<file path="src/pkg/hbp_pkg.sv">
// Constants, register map and carrier types of the six-input half-bridge PWM control
//
// Overview of operation
// - Bridge 1: inputs 1/2 decode to HS/LS
// - Bridge 2: inputs 3/4 decode likewise
// - Bridge 3: inputs 5/6 decode likewise
// - Early HS edge waits out freewheel window
// - Early LS edge waits out active window
// - HS edge before timeout: hard-off LS, on
// - Freewheel switch fully off before active on
// - Active switch fully off before freewheel on
// - Mode 10 without detection: HS is active
// - One regulation flag per bridge, ADAPTIVE_GATE_CTRL_SEL 10/11
// - Turn-on counter: equal up, differ down
// - Turn-off counter: equal up, differ down
// - Both counters at least 8: in regulation
// - Three consecutive error sign changes: regulation
// - Six-bit current codes, 000000 is smallest
// - Mode 00 passive off, 11 active off
// - Six inputs only with select and enable
// - Mode 01 without detection: LS is active
package hbp_pkg;
  // APB byte addresses
  localparam logic [7:0] ADDR_CTRL = 8'h00;
  localparam logic [7:0] ADDR_WIN = 8'h04;
  localparam logic [7:0] ADDR_BRIDGE0 = 8'h08;
  localparam logic [7:0] ADDR_BRIDGE_STEP = 8'h04;
  localparam logic [7:0] ADDR_STATUS = 8'h14;
  localparam logic [7:0] ADDR_IRQ_STAT = 8'h18;
  localparam logic [7:0] ADDR_IRQ_MASK = 8'h1c;
  // Bridge modes
  localparam logic [1:0] MODE_PASSIVE_OFF = 2'h0;
  localparam logic [1:0] MODE_LS_PWM = 2'h1;
  localparam logic [1:0] MODE_HS_PWM = 2'h2;
  localparam logic [1:0] MODE_ACTIVE_OFF = 2'h3;
  // Adaptive control settings that use regulation
  localparam logic [1:0] AGC_ADAPT_A = 2'h2;
  localparam logic [1:0] AGC_ADAPT_B = 2'h3;
  // Regulation counters
  localparam int CNT_W = 4;
  localparam logic [3:0] CNT_MAX = 4'hf;
  localparam logic [3:0] CNT_REG_MIN = 4'h8;
  localparam logic [1:0] SIGN_CHG_REG = 2'h3;
  // Smallest current code
  localparam logic [5:0] CODE_MIN = 6'h00;
  // Interrupt status bit positions
  localparam int IRQ_REG_LSB = 0;
  localparam int IRQ_IGN_LSB = 3;
  localparam int IRQ_W = 6;
  localparam int NB = 3;
  // Global control, reset 0
  typedef struct packed {
    logic [1:0] adaptive_gate_ctrl_sel;
    logic role_detect_enable;
    logic postcharge_disable;
    logic pwm_input_count_sel;
  } hbp_ctrl_s;
  // Window lengths in clock cycles, reset 0
  typedef struct packed {
    logic [7:0] toff_timeout_fw;
    logic [7:0] window_fw;
    logic [7:0] window_active;
  } hbp_win_s;
  // Per-bridge settings, reset 0 (mode 00)
  typedef struct packed {
    logic [7:0] target_turn_off_delay;
    logic [7:0] target_turn_on_delay;
    logic [5:0] initial_precharge_code;
    logic [5:0] gate_charge_current_code;
    logic bridge_pwm_enable;
    logic [1:0] bridge_mode_sel;
  } hbp_bridge_s;
  // One measurement per PWM cycle
  typedef struct packed {
    logic valid;
    logic [7:0] turn_on;
    logic [7:0] turn_off;
  } hbp_meas_s;
  localparam hbp_ctrl_s CTRL_RST = '0;
  localparam hbp_win_s WIN_RST = '0;
  localparam hbp_bridge_s BRIDGE_RST = '0;
endpackage : hbp_pkg

</file>
<file path="src/hdl/hbp_top.sv">
// Top of the six-input half-bridge PWM control with APB registers
//
// Chosen here: the placing of the registers and the APB slave port.
`timescale 1ns/10ps
module hbp_top (
  input wire logic i_clk_sys,
  input wire logic i_resetn,
  // APB slave
  input wire logic i_psel,
  input wire logic i_penable,
  input wire logic i_pwrite,
  input wire logic [7:0] i_paddr,
  input wire logic [31:0] i_pwdata,
  output logic [31:0] o_prdata,
  output logic o_pready,
  output logic o_pslverr,
  // PWM pins, asynchronous
  input wire logic [5:0] i_pwm_in,
  // Detected role per bridge, same clock
  input wire logic [2:0] i_hs_active_det,
  // Delay measurements per bridge
  input wire hbp_pkg::hbp_meas_s [2:0] i_meas,
  // Gate commands
  output logic [2:0] o_hs_on,
  output logic [2:0] o_ls_on,
  output logic [2:0] o_hard_turn_off,
  output logic [2:0] o_passive_off,
  output logic [2:0] o_active_off,
  output logic [17:0] o_gate_charge_current_code,
  output logic [17:0] o_initial_precharge_code,
  output logic [2:0] o_delay_in_regulation_flag,
  output logic o_irq
);
  //////////////////////////////////////////////////////////////////
  // Declarations
  hbp_pkg::hbp_ctrl_s ctrl_r; // Global control
  hbp_pkg::hbp_win_s win_r; // Window lengths
  hbp_pkg::hbp_bridge_s [2:0] bridge_r; // Per-bridge settings
  logic [5:0] irq_stat_r; // Sticky events
  logic [5:0] irq_mask_r; // Event enables
  logic [5:0] sync1_r; // First sync stage
  logic [5:0] sync2_r; // Second sync stage
  logic [5:0] sync3_r; // Third sync stage
  logic [5:0] pwm_r; // Filtered PWM levels
  logic [5:0] agree; // Stages two and three agree
  logic [2:0] bridge_run; // Six-input PWM active
  logic [2:0] hs_active; // Active role is HS
  logic [2:0] reg_active; // Regulation tracking enabled
  logic [2:0] in_reg; // Regulation flags
  logic [2:0] in_reg_d_r; // Delayed flags
  logic [2:0] hs_on, ls_on, hard, ign; // Sequencer outputs
  logic [5:0] irq_set; // Events this cycle
  logic wr_setup, rd_setup, wr_acc; // Bus phases
  logic [31:0] rd_data; // Decoded read data
  logic addr_ok; // Mapped address
  logic adapt_sel; // ADAPTIVE_GATE_CTRL_SEL uses regulation
  //////////////////////////////////////////////////////////////////
  // APB phase decode
  always_comb begin
    wr_setup = i_psel & ~i_penable & i_pwrite;
    rd_setup = i_psel & ~i_penable & ~i_pwrite;
    wr_acc = i_psel & i_penable & i_pwrite & o_pready;
  end
  //////////////////////////////////////////////////////////////////
  // Read mux and address check
  always_comb begin
    rd_data = 32'h0000_0000;
    addr_ok = 1'b1;
    if (i_paddr == hbp_pkg::ADDR_CTRL) begin
      rd_data[4:0] = ctrl_r;
    end else if (i_paddr == hbp_pkg::ADDR_WIN) begin
      rd_data[23:0] = win_r;
    end else if (i_paddr == hbp_pkg::ADDR_BRIDGE0) begin
      rd_data[30:0] = bridge_r[0];
    end else if (i_paddr == hbp_pkg::ADDR_BRIDGE0 + hbp_pkg::ADDR_BRIDGE_STEP) begin
      rd_data[30:0] = bridge_r[1];
    end else if (i_paddr == hbp_pkg::ADDR_BRIDGE0 + 8'h08) begin
      rd_data[30:0] = bridge_r[2];
    end else if (i_paddr == hbp_pkg::ADDR_STATUS) begin
      // Regulation flags, then gate states
      rd_data[8:0] = {ls_on, hs_on, in_reg};
    end else if (i_paddr == hbp_pkg::ADDR_IRQ_STAT) begin
      rd_data[5:0] = irq_stat_r;
    end else if (i_paddr == hbp_pkg::ADDR_IRQ_MASK) begin
      rd_data[5:0] = irq_mask_r;
    end else begin
      addr_ok = 1'b0; // Unmapped
    end
  end
  //////////////////////////////////////////////////////////////////
  // APB answer: one access cycle
  always_ff @(posedge i_clk_sys or negedge i_resetn) begin
    if (!i_resetn) begin
      o_pready <= 1'b0;
      o_pslverr <= 1'b0;
      o_prdata <= 32'h0000_0000;
    end else begin
      o_pready <= i_psel & ~i_penable;
      o_pslverr <= i_psel & ~i_penable & ~addr_ok;
      if (rd_setup) begin
        o_prdata <= rd_data;
      end else if (i_psel & i_penable & o_pready) begin
        o_prdata <= 32'h0000_0000;
      end
    end
  end
  //////////////////////////////////////////////////////////////////
  // Control and window registers
  always_ff @(posedge i_clk_sys or negedge i_resetn) begin
    if (!i_resetn) begin
      ctrl_r <= hbp_pkg::CTRL_RST;
      win_r <= hbp_pkg::WIN_RST;
    end else if (wr_acc) begin
      if (i_paddr == hbp_pkg::ADDR_CTRL) begin
        ctrl_r <= i_pwdata[4:0];
      end else if (i_paddr == hbp_pkg::ADDR_WIN) begin
        win_r <= i_pwdata[23:0];
      end
    end
  end
  //////////////////////////////////////////////////////////////////
  // Per-bridge registers
  always_ff @(posedge i_clk_sys or negedge i_resetn) begin
    if (!i_resetn) begin
      bridge_r <= {3{hbp_pkg::BRIDGE_RST}};
    end else if (wr_acc) begin
      for (int b = 0; b < hbp_pkg::NB; b++) begin
        if (i_paddr == hbp_pkg::ADDR_BRIDGE0 + 8'(b * 4)) begin
          bridge_r[b] <= i_pwdata[30:0];
        end
      end
    end
  end
  //////////////////////////////////////////////////////////////////
  // Interrupt mask register
  always_ff @(posedge i_clk_sys or negedge i_resetn) begin
    if (!i_resetn) begin
      irq_mask_r <= 6'h00;
    end else if (wr_acc && i_paddr == hbp_pkg::ADDR_IRQ_MASK) begin
      irq_mask_r <= i_pwdata[5:0];
    end
  end
  //////////////////////////////////////////////////////////////////
  // Sticky status, write one to clear, set wins
  always_comb begin
    irq_set = 6'h00;
    irq_set[hbp_pkg::IRQ_REG_LSB +: 3] = in_reg & ~in_reg_d_r;
    irq_set[hbp_pkg::IRQ_IGN_LSB +: 3] = ign;
  end
  always_ff @(posedge i_clk_sys or negedge i_resetn) begin
    if (!i_resetn) begin
      irq_stat_r <= 6'h00;
      in_reg_d_r <= 3'h0;
      o_irq <= 1'b0;
    end else begin
      in_reg_d_r <= in_reg;
      if (wr_acc && i_paddr == hbp_pkg::ADDR_IRQ_STAT) begin
        irq_stat_r <= (irq_stat_r & ~i_pwdata[5:0]) | irq_set;
      end else begin
        irq_stat_r <= irq_stat_r | irq_set;
      end
      // Level output from the updated status
      o_irq <= |(((irq_stat_r & ~({6{wr_acc && i_paddr == hbp_pkg::ADDR_IRQ_STAT}}
        & i_pwdata[5:0])) | irq_set) & irq_mask_r);
    end
  end
  //////////////////////////////////////////////////////////////////
  // Three-stage pin synchroniser
  always_ff @(posedge i_clk_sys or negedge i_resetn) begin
    if (!i_resetn) begin
      sync1_r <= 6'h00;
      sync2_r <= 6'h00;
      sync3_r <= 6'h00;
    end else begin
      sync1_r <= i_pwm_in;
      sync2_r <= sync1_r;
      sync3_r <= sync2_r;
    end
  end
  // Level accepted when stages two and three agree
  always_comb begin
    agree = ~(sync2_r ^ sync3_r);
  end
  always_ff @(posedge i_clk_sys or negedge i_resetn) begin
    if (!i_resetn) begin
      pwm_r <= 6'h00;
    end else begin
      pwm_r <= (sync3_r & agree) | (pwm_r & ~agree);
    end
  end
  //////////////////////////////////////////////////////////////////
  // Mode qualification and role selection
  always_comb begin
    adapt_sel = ctrl_r.adaptive_gate_ctrl_sel == hbp_pkg::AGC_ADAPT_A
      || ctrl_r.adaptive_gate_ctrl_sel == hbp_pkg::AGC_ADAPT_B;
    for (int b = 0; b < hbp_pkg::NB; b++) begin
      // Only select=1, enable=1 and mode 01 or 10
      bridge_run[b] = ctrl_r.pwm_input_count_sel
        && bridge_r[b].bridge_pwm_enable
        && (bridge_r[b].bridge_mode_sel == hbp_pkg::MODE_LS_PWM
        || bridge_r[b].bridge_mode_sel == hbp_pkg::MODE_HS_PWM);
      // Detected role, else fixed by mode
      hs_active[b] = ctrl_r.role_detect_enable ? i_hs_active_det[b]
        : (bridge_r[b].bridge_mode_sel == hbp_pkg::MODE_HS_PWM);
      reg_active[b] = adapt_sel && bridge_run[b];
    end
  end
  //////////////////////////////////////////////////////////////////
  // Per-bridge sequencers and regulation trackers
  for (genvar g = 0; g < 3; g++) begin : g_bridge
    // Input pair 2g/2g+1 drives bridge g
    hbp_gate_seq u_seq (
      .i_clk_sys(i_clk_sys),
      .i_resetn(i_resetn),
      .i_enable(bridge_run[g]),
      .i_hs_req(pwm_r[2 * g]),
      .i_ls_req(pwm_r[2 * g + 1]),
      .i_hs_active(hs_active[g]),
      .i_win(win_r),
      .o_hs_on(hs_on[g]),
      .o_ls_on(ls_on[g]),
      .o_hard_off(hard[g]),
      .o_ignored(ign[g])
    );
    hbp_delay_reg u_reg (
      .i_clk_sys(i_clk_sys),
      .i_resetn(i_resetn),
      .i_active(reg_active[g]),
      .i_meas(i_meas[g]),
      .i_tgt_on(bridge_r[g].target_turn_on_delay),
      .i_tgt_off(bridge_r[g].target_turn_off_delay),
      .o_in_reg(in_reg[g])
    );
  end
  //////////////////////////////////////////////////////////////////
  // Registered gate and code outputs
  always_ff @(posedge i_clk_sys or negedge i_resetn) begin
    if (!i_resetn) begin
      o_hs_on <= 3'h0;
      o_ls_on <= 3'h0;
      o_hard_turn_off <= 3'h0;
      o_passive_off <= 3'h7;
      o_active_off <= 3'h0;
      o_gate_charge_current_code <= {3{hbp_pkg::CODE_MIN}};
      o_initial_precharge_code <= {3{hbp_pkg::CODE_MIN}};
      o_delay_in_regulation_flag <= 3'h0;
    end else begin
      o_hs_on <= hs_on;
      o_ls_on <= ls_on;
      o_hard_turn_off <= hard;
      o_delay_in_regulation_flag <= in_reg;
      for (int b = 0; b < hbp_pkg::NB; b++) begin
        // Held off regardless of enable
        o_passive_off[b] <= bridge_r[b].bridge_mode_sel == hbp_pkg::MODE_PASSIVE_OFF;
        o_active_off[b] <= bridge_r[b].bridge_mode_sel == hbp_pkg::MODE_ACTIVE_OFF;
        // Codes pass unchanged, larger code is larger current
        o_gate_charge_current_code[6 * b +: 6] <=
          bridge_r[b].gate_charge_current_code;
        o_initial_precharge_code[6 * b +: 6] <= bridge_r[b].initial_precharge_code;
      end
    end
  end
endmodule : hbp_top

</file>
<file path="src/hdl/hbp_gate_seq.sv">
// Per-bridge gate sequencing with cross-conduction windows
`timescale 1ns/10ps
module hbp_gate_seq (
  input wire logic i_clk_sys,
  input wire logic i_resetn,
  input wire logic i_enable,
  input wire logic i_hs_req,
  input wire logic i_ls_req,
  input wire logic i_hs_active,
  input wire hbp_pkg::hbp_win_s i_win,
  output logic o_hs_on,
  output logic o_ls_on,
  output logic o_hard_off,
  output logic o_ignored
);
  // Gray coded states
  typedef enum logic [1:0] {
    ST_IDLE = 2'h0, ST_DEAD = 2'h1, ST_HS = 2'h3, ST_LS = 2'h2
  } hbp_gate_e;
  hbp_gate_e state_r, state_nxt;
  logic [7:0] cnt_r; // Cycles since last switch-off
  logic last_hs_r; // Switch turned off was HS
  logic dec_hs, dec_ls, other, same, last_act, hard, ign, other_d_r;
  logic [7:0] wait_len;
  //////////////////////////////////////////////////////////////////
  // Decode and next state
  always_comb begin
    dec_hs = i_enable & i_hs_req & ~i_ls_req;
    dec_ls = i_enable & i_ls_req & ~i_hs_req;
    other = last_hs_r ? dec_ls : dec_hs;
    same = last_hs_r ? dec_hs : dec_ls;
    last_act = (last_hs_r == i_hs_active);
    // After active off wait active window, else freewheel window
    wait_len = last_act ? i_win.window_active : i_win.window_fw;
    state_nxt = state_r;
    hard = 1'b0;
    ign = 1'b0;
    case (state_r)
      ST_IDLE: begin
        if (dec_hs) begin
          state_nxt = ST_HS;
        end else if (dec_ls) begin
          state_nxt = ST_LS;
        end
      end
      ST_HS: begin
        if (!dec_hs) begin
          state_nxt = ST_DEAD;
        end
      end
      ST_LS: begin
        if (!dec_ls) begin
          state_nxt = ST_DEAD;
        end
      end
      default: begin
        if (other && cnt_r >= wait_len) begin
          state_nxt = last_hs_r ? ST_LS : ST_HS;
          // Freewheel still discharging: hard off
          hard = !last_act && cnt_r < i_win.toff_timeout_fw;
        end else if (other) begin
          ign = !other_d_r;
        end else if (same) begin
          state_nxt = last_hs_r ? ST_HS : ST_LS;
        end else if (cnt_r >= wait_len && cnt_r >= i_win.toff_timeout_fw) begin
          state_nxt = ST_IDLE;
        end
      end
    endcase
    if (!i_enable) begin
      state_nxt = ST_IDLE;
    end
  end
  //////////////////////////////////////////////////////////////////
  // State, counter and registered outputs
  always_ff @(posedge i_clk_sys or negedge i_resetn) begin
    if (!i_resetn) begin
      state_r <= ST_IDLE;
      cnt_r <= 8'h00;
      last_hs_r <= 1'b0;
      other_d_r <= 1'b0;
      o_hs_on <= 1'b0;
      o_ls_on <= 1'b0;
      o_hard_off <= 1'b0;
      o_ignored <= 1'b0;
    end else begin
      state_r <= state_nxt;
      other_d_r <= other;
      if (state_nxt == ST_DEAD && state_r != ST_DEAD) begin
        cnt_r <= 8'h00;
        last_hs_r <= (state_r == ST_HS);
      end else if (cnt_r != 8'hff) begin
        cnt_r <= cnt_r + 8'h01;
      end
      o_hs_on <= (state_nxt == ST_HS);
      o_ls_on <= (state_nxt == ST_LS);
      o_hard_off <= hard;
      o_ignored <= ign;
    end
  end
endmodule : hbp_gate_seq

</file>
<file path="src/hdl/hbp_delay_reg.sv">
// Per-bridge turn-on/turn-off delay regulation tracking
`timescale 1ns/10ps
module hbp_delay_reg (
  input wire logic i_clk_sys,
  input wire logic i_resetn,
  input wire logic i_active,
  input wire hbp_pkg::hbp_meas_s i_meas,
  input wire logic [7:0] i_tgt_on,
  input wire logic [7:0] i_tgt_off,
  output logic o_in_reg
);
  logic [3:0] on_cnt_r, off_cnt_r; // Match counters
  logic [1:0] chg_cnt_r; // Consecutive sign changes
  logic on_neg_r, off_neg_r; // Previous error signs
  logic on_neg, off_neg, flip;
  //////////////////////////////////////////////////////////////////
  // Sign of measured minus target
  always_comb begin
    on_neg = i_meas.turn_on < i_tgt_on;
    off_neg = i_meas.turn_off < i_tgt_off;
    flip = (on_neg != on_neg_r) | (off_neg != off_neg_r);
  end
  //////////////////////////////////////////////////////////////////
  // Counters, once per PWM cycle
  always_ff @(posedge i_clk_sys or negedge i_resetn) begin
    if (!i_resetn) begin
      on_cnt_r <= 4'h0;
      off_cnt_r <= 4'h0;
      chg_cnt_r <= 2'h0;
      on_neg_r <= 1'b0;
      off_neg_r <= 1'b0;
    end else if (!i_active) begin
      on_cnt_r <= 4'h0;
      off_cnt_r <= 4'h0;
      chg_cnt_r <= 2'h0;
    end else if (i_meas.valid) begin
      if (i_meas.turn_on == i_tgt_on) begin
        if (on_cnt_r != hbp_pkg::CNT_MAX) on_cnt_r <= on_cnt_r + 4'h1;
      end else if (on_cnt_r != 4'h0) begin
        on_cnt_r <= on_cnt_r - 4'h1;
      end
      if (i_meas.turn_off == i_tgt_off) begin
        if (off_cnt_r != hbp_pkg::CNT_MAX) off_cnt_r <= off_cnt_r + 4'h1;
      end else if (off_cnt_r != 4'h0) begin
        off_cnt_r <= off_cnt_r - 4'h1;
      end
      on_neg_r <= on_neg;
      off_neg_r <= off_neg;
      if (!flip) begin
        chg_cnt_r <= 2'h0;
      end else if (chg_cnt_r != hbp_pkg::SIGN_CHG_REG) begin
        chg_cnt_r <= chg_cnt_r + 2'h1;
      end
    end
  end
  //////////////////////////////////////////////////////////////////
  // Regulation flag
  always_ff @(posedge i_clk_sys or negedge i_resetn) begin
    if (!i_resetn) begin
      o_in_reg <= 1'b0;
    end else begin
      o_in_reg <= i_active &&
        ((on_cnt_r >= hbp_pkg::CNT_REG_MIN && off_cnt_r >= hbp_pkg::CNT_REG_MIN)
        || chg_cnt_r == hbp_pkg::SIGN_CHG_REG);
    end
  end
endmodule : hbp_delay_reg

</file>
<file path="config.mk">
export PLATFORM = sky130hd
export DESIGN_NAME = hbp_top
export DESIGN_NICKNAME = d
export VERILOG_FILES = /design/src/pkg/hbp_pkg.sv /design/src/hdl/hbp_top.sv /design/src/hdl/hbp_gate_seq.sv /design/src/hdl/hbp_delay_reg.sv
export SDC_FILE = /design/constraint.sdc
export NUM_CORES = 1
export LEC_CHECK = 0
export CAP_MARGIN = 15
export CORE_MARGIN = 3
export CORE_UTILIZATION = 30
export DETAILED_ROUTE_END_ITERATION = 16
export DONT_BUFFER_PORTS = 1
export GPL_TIMING_DRIVEN = 0
export SKIP_LAST_GASP = 1
export SLEW_MARGIN = 20
export SYNTH_ARGS = -nofsm -noshare
export SYNTH_HDL_FRONTEND = slang
export SYNTH_SLANG_ARGS = --single-unit
</file>
<file path="constraint.sdc">
create_clock -name i_clk_sys -period 4.1 [get_ports i_clk_sys]
set_input_delay 0.615 -clock i_clk_sys [delete_from_list [all_inputs] [get_ports i_clk_sys]]
set_output_delay 0.615 -clock i_clk_sys [all_outputs]
set_load 0.02 [all_outputs]
</file>
==> metrics.md, run 1 <==
| Metric | Value |
|---|---|
| Status | complete, but fails checks |
| Failing checks | negative hold slack |
| Crit. End Element | flip-flop |
| Crit path required time | 4.55 ns |
| Final hold viol count | 163 |
| Syn Std Cell Area | 17100 sq um |
| Fin util | 34.7% |
| Worst-Skew Late Latency | 0.56 ns |
| Crit path DAT | 4.44 ns |
| Placer Congestion | 0.870 |
| Slowest CP cell | mux2i_2 |
| Met2 wire length | 24.5 mm |
| Slew Limit Fails | 0 |
| DRC Markers | 0 |
| Antenna Nets Post-Route | 0 |
| Initial antenna violation count | 5 |
| Top FF cell, synth | dfrtp_1 |
| Slew @ Worst Pin | 1.28 ns |
| Die ar. | 59800 sq um |
| Clk_skew | 0.0163 ns |
| YS warnings | 0 |
| Largest reg by FF count | bridge_r |
| Reg2reg path depth | 11 |
| Post-synth EDFFs | 0 |
| Drt pass-1 iters | 7 |
| PD cells | 362 nW/um^2 |
| Placement Setup Slack | -0.673 ns |
| Initial Utilization | 30.6% |
| Layout fillers | 5603 |
| DR WL/cell | 22.4 um |
| 1st-iter DRT viols | 1013 |
| Hold WS | -0.220 ns |
| Post-Layout Cell Count | 2408 |
| Top sig layer | met5 |
| Synth unique cells | 73 |
| Endpoints failing setup | 0 |
| Chip height | 245 um |
| LEAKAGE | 8.94 nW |
| Routed wl met3 | 4.67 mm |
| CP endpoint | g_bridge[1].u_seq.o_hs_on$_DFF_PN0_ |
| Critical R2R Capture | g_bridge[1].u_seq.o_hs_on$_DFF_PN0_ |
| Relative slew margins | 14.9% |
| H-tree level count | 2 |
| R2r startpoint | ctrl_r[2]$_DFFE_PN0P_ |
| Nets | 1863 |
| Detailed placer's ending HPWL | 40.4 mm |
| FF+latch count, synth | 333 |
| DIE WIDTH | 245 um |
| Vias in the first global route | 13000 |
| Worst-path cell chain | clkbuf_1 > mux2i_2 > xnor2_4 > mux2_2 > ha_1 > nand2b_1 > a2111oi_1 > o311a_1 > a221oi_1 > o311ai_2 > nor2b_2 |
| # IOs | 194 |
| Post-CTS Setup Bufs | 0 |
| Maxcap violations | 0 |
| Port Buffers | 0 |
| CTS buffer count | 40 |
| Max reg flops | 93 |
| Synth async-reset ratio | 100% |
| Post-Synthesis Cells | 1586 |
| Layout cell share with drive strength beyond 1 | 13.2% |
| Reg clk slew, reported paths | 0.06 ns |
| Register area share after synthesis | 48.8% |
| Std-Cell Rows | 86 |
| Mapped Avg Cell Area | 10.8 sq um |
| Vias per cell | 5.35 |
| DR vias | 12900 |
| Total GRT Usage | 17.9% |
| Synth-to-layout area growth | 13.4% |
| Total gr overflow | 0 |
| Clk sinks | 333 |
| VDD IR-drop max | 293 uV |
| Core area | 55700 sq um |
| Clock root cell | clkbuf_16 |
| CTS max path bufs | 3 |
| Fin worst setup slack | 0.108 ns |
| Dpl cells | 2335 |
| Critical path fanouts, max | 9 |
| Wl on met1 | 23.1 mm |
| Nature of the critical path startpoint | flip-flop |
| TritonCTS clock tree | built |
| Critical path type | flip-flop to flip-flop |
| Slowest cell delay on critical path | 0.45 ns |
| Final min period | 3.99 ns |
| Regs by FF count | bridge_r: 93 flops, o_prdata: 31 flops |
| Fin crit share | 97.4% |
| Post-Syn Nets | 1820 |
| R2R Setup Slk | 0.11 ns |
| First-pass GRT wire length | 81.7 mm |
| Final wirelength | 53.9 mm |
| RSZ-0062 raised after global routing | yes |
| Pin count of the biggest net entering global routing | 334 |
| Fmax | 250 MHz |
| Post-DP Area | 18000 sq um |
| Critical Path Start | ctrl_r[2]$_DFFE_PN0P_ |
| Min-Delay Path Class | primary input to async pin |
| Design Area, Final | 19400 sq um |
critical path: cells and delay by family (launching register included):
family                     cells  cell delay [ns]
AOI/OAI and AO/OA              4             1.34
xor gates and xnor gates       1             0.26
adders and majority gates      1             0.28
buffers and inverters          1             0.36
DFF                            1             0.32
muxes                          2             0.86
and+or+nand+nor                2             0.47
routing by layer:
layer	global-route usage, %	vias to the layer above
li1	-	5824
met5	0	-
met4	5.77	6
met1	23.5	6464
met3	5.45	102
met2	28.2	476
report_power, final:
part,internal [mW],switching (mW)
logic,0.0849,0.139
registers,3.31,0.0327
clock network,2.01,1.43
total,5.41,1.60
repair_timing:
action / in CTS / in global routing
endpoints found under the hold margin: 331 / 330
resized for setup: 7 / 6
setup endpoints to repair: 30 / 25
pin swaps: 0 / 1
logic make-up after synthesis:
| kind of cell | Yosys count | synth area share (%) |
|---|---|---|
| simple gates | 394 | 11.2 |
| compound gates | 375 | 14.1 |
| flops | 333 | 48.8 |
| mux | 159 | 10.3 |
| buf+inv | 154 | 3.65 |
| fa+ha+maj | 135 | 10.1 |
| xor+xnor | 35 | 1.79 |
| other cells | 1 | 0.0220 |
cell usage in the layout (no fill, tap or decap), types with 15 or more instances in the layout:
cell type,synthesis,routed
a22oi_1,24,24
a211oi_1,17,17
xor2_1,18,18
o21ai_0,99,99
nand2_1,114,114
mux2i_1,49,48
and3_1,15,15
nand4_1,27,27
nand2b_1,23,23
nand3_1,28,28
mux2_2,104,104
a21o_1,22,22
ha_1,123,123
clkbuf_1,32,40
clkbuf_16,0,41
inv_1,101,101
nor2b_1,18,17
nor3_1,18,17
dfrtp_1,330,330
a21oi_1,96,94
a22o_1,24,24
nor2_1,105,105
worst min-delay path by stage:
stage | slack (ns) | endpoint | depth (start not counted)
5_1_grt | -0.25 | sync2_r[5]$_DFF_PN0_ | 0
4_1_cts | -0.26 | sync2_r[5]$_DFF_PN0_ | 0
3_3_place_gp | 0.34 | sync1_r[5]$_DFF_PN0_ | 0
3_5_place_dp | 0.33 | sync2_r[4]$_DFF_PN0_ | 0
2_1_floorplan | 0.32 | async pin | 0
6_report | -0.22 | sync2_r[5]$_DFF_PN0_ | 0
per-stage QoR:
step	total power [mW]	hold WS, ns	setup TNS (ns)
after floorplan	3.55	0.319	0
after detailed placement	3.62	0.335	-5.81
after global routing	7.26	-0.250	-0.609
final	7.01	-0.220	0
after global placement	3.61	0.337	-2.97
after CTS	7.11	-0.262	-0.169
Yosys cell counts (all sizes together) (4+ instances only):
library cell | n | share of area, %
xnor2 | 17 | 0.87
a31oi | 8 | 0.29
inv | 101 | 2.2
and3 | 15 | 0.55
o41ai | 4 | 0.21
o21a | 5 | 0.22
nand4 | 27 | 0.99
o31ai | 7 | 0.31
or3 | 8 | 0.35
nor2 | 105 | 2.3
dfrtp | 330 | 48
mux2 | 109 | 7.3
mux2i | 49 | 2.9
a22o | 24 | 1.2
nand3 | 28 | 0.82
a21oi | 96 | 2.8
clkbuf | 32 | 0.70
nand2 | 114 | 2.5
a22oi | 24 | 1.1
maj3 | 6 | 0.35
or2 | 5 | 0.18
o21ai | 99 | 2.9
or4 | 4 | 0.18
nand3b | 7 | 0.31
o21bai | 4 | 0.18
nor4 | 7 | 0.33
buf | 21 | 0.73
fa | 6 | 0.70
a21o | 22 | 0.97
nor3b | 5 | 0.22
a222oi | 6 | 0.35
nor3 | 18 | 0.53
ha | 123 | 9.0
a211oi | 17 | 0.75
nor2b | 18 | 0.66
o22ai | 11 | 0.40
o211ai | 14 | 0.62
xor2 | 18 | 0.92
nand2b | 23 | 0.84
layout make-up:
cell class | instances | area, sq um | share of cell area (%)
tap | 748 | 936 | 4.83
inverter | 101 | 379 | 1.96
buffer | 53 | 245 | 1.27
multi-input combinational | 1099 | 8200 | 42.3
antenna | 2 | 5.00 | 0.0258
timing repair buffer | 1 | 7.51 | 0.0388
clock buffer | 55 | 1140 | 5.88
clock inverter | 16 | 120 | 0.620
sequential | 333 | 8340 | 43.1
Power figures use the tool's default switching activity.
==> run 2, diff against run 1 <==
Settings changed: CORE_UTILIZATION 30 to 35, PLACE_DENSITY_LB_ADDON set to 0.12.
==> metrics.md, run 2 (synthesized netlist as in run 1, its figures left out) <==
| Metric | Value |
|---|---|
| Design Area, Final | 19400 sq um (about the same) |
| Placement Setup Slack | -0.450 ns (+0.223 ns) |
| Final wirelength | 54.3 mm (+0.67%) |
| # IOs | 194 (unchanged) |
| Status | complete, but fails checks |
| Fin crit share | 94.3% (-3.0 points) |
| Maxcap violations | 0 (unchanged) |
| Layout fillers | 4596 (-18%) |
| Int Power | 5.75 mW (+6.3%) |
| Drt pass-1 iters | 7 (unchanged) |
| Clk sinks | 333 (unchanged) |
| Total gr overflow | 0 (unchanged) |
| Total GRT Usage | 21.3% (+3.5 points) |
| 1st-iter DRT viols | 918 (-9.4%) |
| Slowest cell delay on critical path | 0.46 ns (about the same) |
| Endpoints failing setup | 0 (unchanged) |
| Most common cell after layout, fill and taps aside | dfrtp_1 |
| Antenna Nets Post-Route | 0 (unchanged) |
| Clock Power Share | 51.7% (+2.7 points) |
| Core area | 47900 sq um (-14%) |
| LEAKAGE | 9.01 nW (+0.78%) |
| Worst-path cell chain | inv_1 > ha_1 > mux2i_1 > xnor2_4 > mux2_2 > ha_1 > nand2b_1 > a2111oi_0 > o311a_1 > o21ai_0 > a21oi_2 > nor3_1 |
| Critical path type | flip-flop to flip-flop |
| Seq pwr share | 45.3% (-2.5 points) |
| Crit path DAT | 4.29 ns (-0.15 ns) |
| Fin worst setup slack | 0.232 ns (+0.124 ns) |
| Chip height | 227 um (-7.2%) |
| Die ar. | 51500 sq um (-14%) |
| CTS max path bufs | 3 (unchanged) |
| Post-Layout Cell Count | 2277 (-5.4%) |
| Crit path required time | 4.52 ns (-0.03 ns) |
| Switch share | 22.1% (-0.75 points) |
| Crit. End Element | flip-flop |
| Std-Cell Rows | 80 (-7.0%) |
| Post-CTS Setup Bufs | 0 (unchanged) |
| Slowest CP cell | a2111oi_0 |
| Detailed placer's ending HPWL | 40.2 mm (-0.48%) |
| Placer Congestion | 0.867 (-0.35%) |
| DRC Markers | 0 (unchanged) |
| Clock root cell | clkbuf_16 |
| Fmax | 259 MHz (+3.2%) |
| Initial Utilization | 35.6% (+5.0 points) |
| Dpl cells | 2202 (-5.7%) |
| DR WL/cell | 23.8 um (+6.5%) |
| Nature of the critical path startpoint | flip-flop |
| Port Buffers | 0 (unchanged) |
| DIE WIDTH | 227 um (-7.2%) |
| Layout cell share with drive strength beyond 1 | 13.2% (-0.016 points) |
| Initial antenna violation count | 2 (-3) |
| Regs by FF count | bridge_r: 93 flops, o_prdata: 31 flops |
| Synth-to-layout area growth | 13.3% (about the same) |
| Pin count of the biggest net entering global routing | 334 (unchanged) |
| CP most frequent cell | ha_1 |
| Comb power frac | 3.0% (-0.2 points) |
| First-pass GRT wire length | 81.2 mm (-0.58%) |
| TritonCTS clock tree | built |
| Hold WS | -0.209 ns (+0.0106 ns) |
| Most frequent cells in the layout | dfrtp_1, ha_1, nand2_1 |
| Nets | 1862 (-0.054%) |
| Vias in the first global route | 12400 (-4.5%) |
| Critical path fanouts, max | 9 (unchanged) |
| Reg area | 8340 sq um (unchanged) |
| Clk_skew | 0.0139 ns (-0.00236 ns) |
| Max reg flops | 93 (unchanged) |
| Total power | 7.38 mW (+5.3%) |
| Slew Limit Fails | 0 (unchanged) |
| Final hold viol count | 225 (+38%) |
| Worst-Skew Late Latency | 0.56 ns (about the same) |
| RSZ-0062 raised after global routing | no |
| Final min period | 3.87 ns (-0.124 ns) |
| CTS buffer count | 40 (unchanged) |
| Vias per cell | 5.41 (+1.2%) |
| Area of the multi-input gates | 8210 sq um (+0.12%) |
| DR vias | 12300 (-4.3%) |
| Reg clk slew, reported paths | 0.06 ns (about the same) |
| VDD IR-drop max | 241 uV (-18%) |
| H-tree level count | 2 (unchanged) |
| Slew @ Worst Pin | 1.11 ns (-0.167 ns) |
| P_sw | 1.63 mW (+1.8%) |
| Failing checks | negative hold slack |
| Largest reg by FF count | bridge_r |
| Relative slew margins | 25.5% (+11 points) |
| Post-DP Area | 17900 sq um (-0.90%) |
| PD cells | 381 nW/um^2 (+5.3%) |
| Min-Delay Path Class | primary input to async pin |
run 2: cell types whose count changed in the layout (fill, tap and decap cells not counted), moves of 2 or more:
cell,before,now
xnor2_2,2,0
clkbuf_1,40,37
xnor2_4,1,3
clkinv_2,10,7
bufinv_16,1,6
run 2: worst paths after layout:
kind                                                        start                                  endpoint  slack, ns  cells after the start
max                                      bridge_r[31]$_DFFE_PN0P_    g_bridge[1].u_seq.cnt_r[6]$_DFFE_PN0P_       0.23                     12
min                                                      i_resetn  o_gate_charge_current_code[17]$_DFF_PN0_      -0.21                      0
max reg2reg                              bridge_r[31]$_DFFE_PN0P_    g_bridge[1].u_seq.cnt_r[6]$_DFFE_PN0P_       0.23                     12
min reg2reg                g_bridge[0].u_seq.o_hard_off$_DFF_PN0_              o_hard_turn_off[0]$_DFF_PN0_       0.35                      0
max in group asynchronous                                i_resetn                                 async pin       3.44                      0
min in group i_clk_sys                                i_pwm_in[3]                      sync1_r[3]$_DFF_PN0_       0.09                      0
run 2: stage by stage:
step                util, %  TNS [ns]
finish                 40.4         0
global route           40.4         0
CTS                    40.3         0
detailed placement     37.3     -9.20
global placement       37.2     -8.72
floorplan                 -         0
run 2: layer usage:
layer	global-route usage, %	vias to the layer above	wire [um]
met5	0	-	11
met1	29.2	6113	24500
li1	-	5805	-
met4	7.56	2	1730
met3	5.45	73	3710
met2	32.8	326	24400
run 2: power groups by stage:
stage | logic [mW] | registers [mW] | clock network [mW]
floorplan | 0.160 | 3.39 | 0
global placement | 0.213 | 3.40 | 0
detailed placement | 0.218 | 3.40 | 0
CTS | 0.220 | 3.34 | 3.93
global route | 0.249 | 3.35 | 4.06
finish | 0.222 | 3.34 | 3.81
run 2: critical path, delay by kind of cell (launching register included):
family / cells / cell delay (ns)
buf+inv: 1 / 0.10
xor+xnor: 1 / 0.25
mux: 2 / 0.73
simple gates: 2 / 0.26
flops: 1 / 0.41
fa+ha+maj: 2 / 0.51
compound gates: 4 / 1.47
run 2: repair_timing:
item	in CTS	in global routing
setup endpoints to repair	31	29
gates resized for setup	8	5
endpoints found under the hold margin	331	330
run 2: cell type report:
cell class	instances	share of cell area (%)
well taps	615	3.98
diodes	2	0.0259
clock buffers	55	5.93
repair buffers	1	0.0259
clock inverters	19	1.36
plain buffers	52	1.25
multi-input cells	1099	42.4
flip-flops and latches	333	43.1
inverters	101	1.96
==> run 3, diff against run 2 <==
Settings changed: CELL_PAD_IN_SITES_DETAIL_PLACEMENT set to 0, CELL_PAD_IN_SITES_GLOBAL_PLACEMENT set to 1, CORE_UTILIZATION 35 to 51.
==> metrics.md, run 3 (synthesized netlist as in run 1, its figures left out) <==
| Metric | Value |
|---|---|
| Failing checks | negative hold slack |
| Slew Limit Fails | 0 (unchanged) |
| Final min period | 3.91 ns (+0.0438 ns) |
| Crit path DAT | 4.35 ns (+0.06 ns) |
| 1st-iter DRT viols | 851 (-7.3%) |
| DR vias | 12600 (+2.3%) |
| Layout fillers | 2822 (-39%) |
| R2r startpoint | ctrl_r[2]$_DFFE_PN0P_ |
| Clk sinks | 333 (unchanged) |
| Post-DP Area | 17600 sq um (-1.2%) |
| Die ar. | 35700 sq um (-31%) |
| Diodes inserted | 0 (-2) |
| Fin crit share | 95.4% (+1.1 points) |
| Antenna Nets Post-Route | 0 (unchanged) |
| Area of the multi-input gates | 8190 sq um (-0.18%) |
| Total gr overflow | 0 (unchanged) |
| Maxcap violations | 0 (unchanged) |
| CTS max path bufs | 3 (unchanged) |
| Detailed placer's ending HPWL | 35.3 mm (-12%) |
| Hold WS | -0.212 ns (-0.00215 ns) |
| Reg area | 8340 sq um (unchanged) |
| Endpoints failing setup | 0 (unchanged) |
| Regs by FF count | bridge_r: 93 flops, o_prdata: 31 flops |
| CTS buffer count | 37 (-7.5%) |
| Synth-to-layout area growth | 10.7% |
| H-tree level count | 2 (unchanged) |
| Most frequent cells in the layout | dfrtp_1, ha_1, nand2_1 |
| Fmax | 256 MHz (-1.1%) |
| Critical R2R Capture | g_bridge[1].u_seq.o_hs_on$_DFF_PN0_ |
| Worst-Skew Late Latency | 0.52 ns (-0.04 ns) |
| Reg2reg path depth | 11 (-1) |
| Min-Delay Path Class | primary input to async pin |
| Vias per cell | 6.02 (+11%) |
| Placer Congestion | 0.925 (+6.7%) |
| Crit. End Element | flip-flop |
| Port Buffers | 0 (unchanged) |
| Std-Cell Rows | 66 (-18%) |
| RSZ-0062 raised after global routing | no |
| Most common cell after layout, fill and taps aside | dfrtp_1 |
| DIE WIDTH | 189 um (-17%) |
| Largest reg by FF count | bridge_r |
| Max reg flops | 93 (unchanged) |
| Crit path required time | 4.54 ns (+0.02 ns) |
| Drt pass-1 iters | 5 (-2) |
| Critical path type | flip-flop to flip-flop |
| DRC Markers | 0 (unchanged) |
| TritonCTS clock tree | built |
| R2R Setup Slk | 0.19 ns (-0.04 ns) |
| Reg clk slew, reported paths | 0.06 ns (about the same) |
| Vias in the first global route | 12400 (-0.11%) |
| Initial Utilization | 52.1% (+16 points) |
| Total power | 6.86 mW (-7.1%) |
| Clk_skew | 0.0193 ns (+0.00540 ns) |
| Design Area, Final | 18900 sq um (-2.3%) |
| Nets | 1859 (-0.16%) |
| Relative slew margins | 42.7% (+17 points) |
| Final wirelength | 47.9 mm (-12%) |
| # IOs | 194 (unchanged) |
| Nature of the critical path startpoint | flip-flop |
| VDD IR-drop max | 336 uV (+40%) |
| Slew @ Worst Pin | 0.853 ns (-0.256 ns) |
| Critical path fanouts, max | 9 (unchanged) |
| Initial antenna violation count | 1 (-1) |
| Total GRT Usage | 26.8% (+5.5 points) |
| Status | complete, but fails checks |
| LEAKAGE | 8.91 nW (-1.1%) |
| Layout cell share with drive strength beyond 1 | 13.0% (-0.18 points) |
| Chip height | 189 um (-17%) |
| Final hold viol count | 330 (+47%) |
| PD cells | 362 nW/um^2 (-4.9%) |
| DR WL/cell | 22.9 um (-4.1%) |
| Clock root cell | clkbuf_16 |
| Pin count of the biggest net entering global routing | 334 (unchanged) |
| First-pass GRT wire length | 74.2 mm (-8.7%) |
| Core area | 32800 sq um (-32%) |
[run 3: changes by cell type in the layout (fill, tap and decap cells not counted), sizes merged]
cell    change
clkbuf      -5
bufinv      -4
clkinv      +3
diode       -2
buf         -1
inv         -1
[run 3: routing by layer]
metal	GRT usage, %	routed length [um]
met4	6.73	1210
met2	41.5	21700
met1	38.5	21500
met3	6.05	3500
met5	0	0
[run 3: worst max path at each step]
stage | start | to | depth (start not counted) | slack [ns]
2_1_floorplan | i_hs_active_det[1] | g_bridge[1].u_seq.cnt_r[6]$_DFFE_PN0P_ | 10 | 0.53
3_3_place_gp | ctrl_r[2]$_DFFE_PN0P_ | g_bridge[1].u_seq.cnt_r[6]$_DFFE_PN0P_ | 11 | -0.26
3_5_place_dp | ctrl_r[2]$_DFFE_PN0P_ | g_bridge[1].u_seq.cnt_r[6]$_DFFE_PN0P_ | 11 | -0.30
4_1_cts | ctrl_r[2]$_DFFE_PN0P_ | g_bridge[1].u_seq.o_hs_on$_DFF_PN0_ | 11 | 0.009
5_1_grt | ctrl_r[2]$_DFFE_PN0P_ | g_bridge[1].u_seq.o_hs_on$_DFF_PN0_ | 11 | 0.007
6_report | ctrl_r[2]$_DFFE_PN0P_ | g_bridge[1].u_seq.o_hs_on$_DFF_PN0_ | 11 | 0.19
[run 3: power by group]
part           switching, mW  leakage, nW  total, mW  internal [mW]
Sequential            0.0306         4.37       3.34           3.31
Combinational          0.129         3.94      0.213         0.0842
Clock                   1.36        0.595       3.30           1.94
Total                   1.52         8.91       6.86           5.33
[run 3: through the flow]
| stage | setup WS (ns) | std cells | TNS (ns) | hold slack [ns] | utilization (%) |
|---|---|---|---|---|---|
| after floorplan | 0.530 | 1586 | 0 | 0.319 | - |
| after global placement | -0.258 | 2028 | -5.22 | 0.330 | 53.8 |
| after detailed placement | -0.300 | 2028 | -5.68 | 0.330 | 53.8 |
| after CTS | 0.00871 | 2094 | 0 | -0.228 | 57.6 |
| after global routing | 0.00658 | 2094 | 0 | -0.233 | 57.7 |
| final | 0.188 | 2094 | 0 | -0.212 | 57.7 |
[run 3: worst max-delay path: stages, from the launching register on]
cell,delay (ns)
dfrtp_1,0.32
clkbuf_1,0.40
mux2i_2,0.42
xnor2_4,0.24
mux2_2,0.39
ha_1,0.26
nand2b_1,0.13
a2111oi_0,0.49
o311a_1,0.35
a221oi_1,0.14
o311ai_1,0.46
nor2b_1,0.23
[run 3: final cells by class]
class | count | share of cell area [%]
flip-flops and latches | 333 | 44.1
clock buffers | 49 | 5.56
plain buffers | 53 | 1.30
multi-input cells | 1099 | 43.3
inverters | 101 | 2.00
well taps | 442 | 2.92
clock inverters | 17 | 0.814
[run 3: what timing repair did]
item / 4_1_cts / 5_1_grt
hold endpoints to repair: 330 / 330
setup buffers: 0 / 0
endpoints found under the setup margin: 30 / 30
resized for setup: 4 / 8
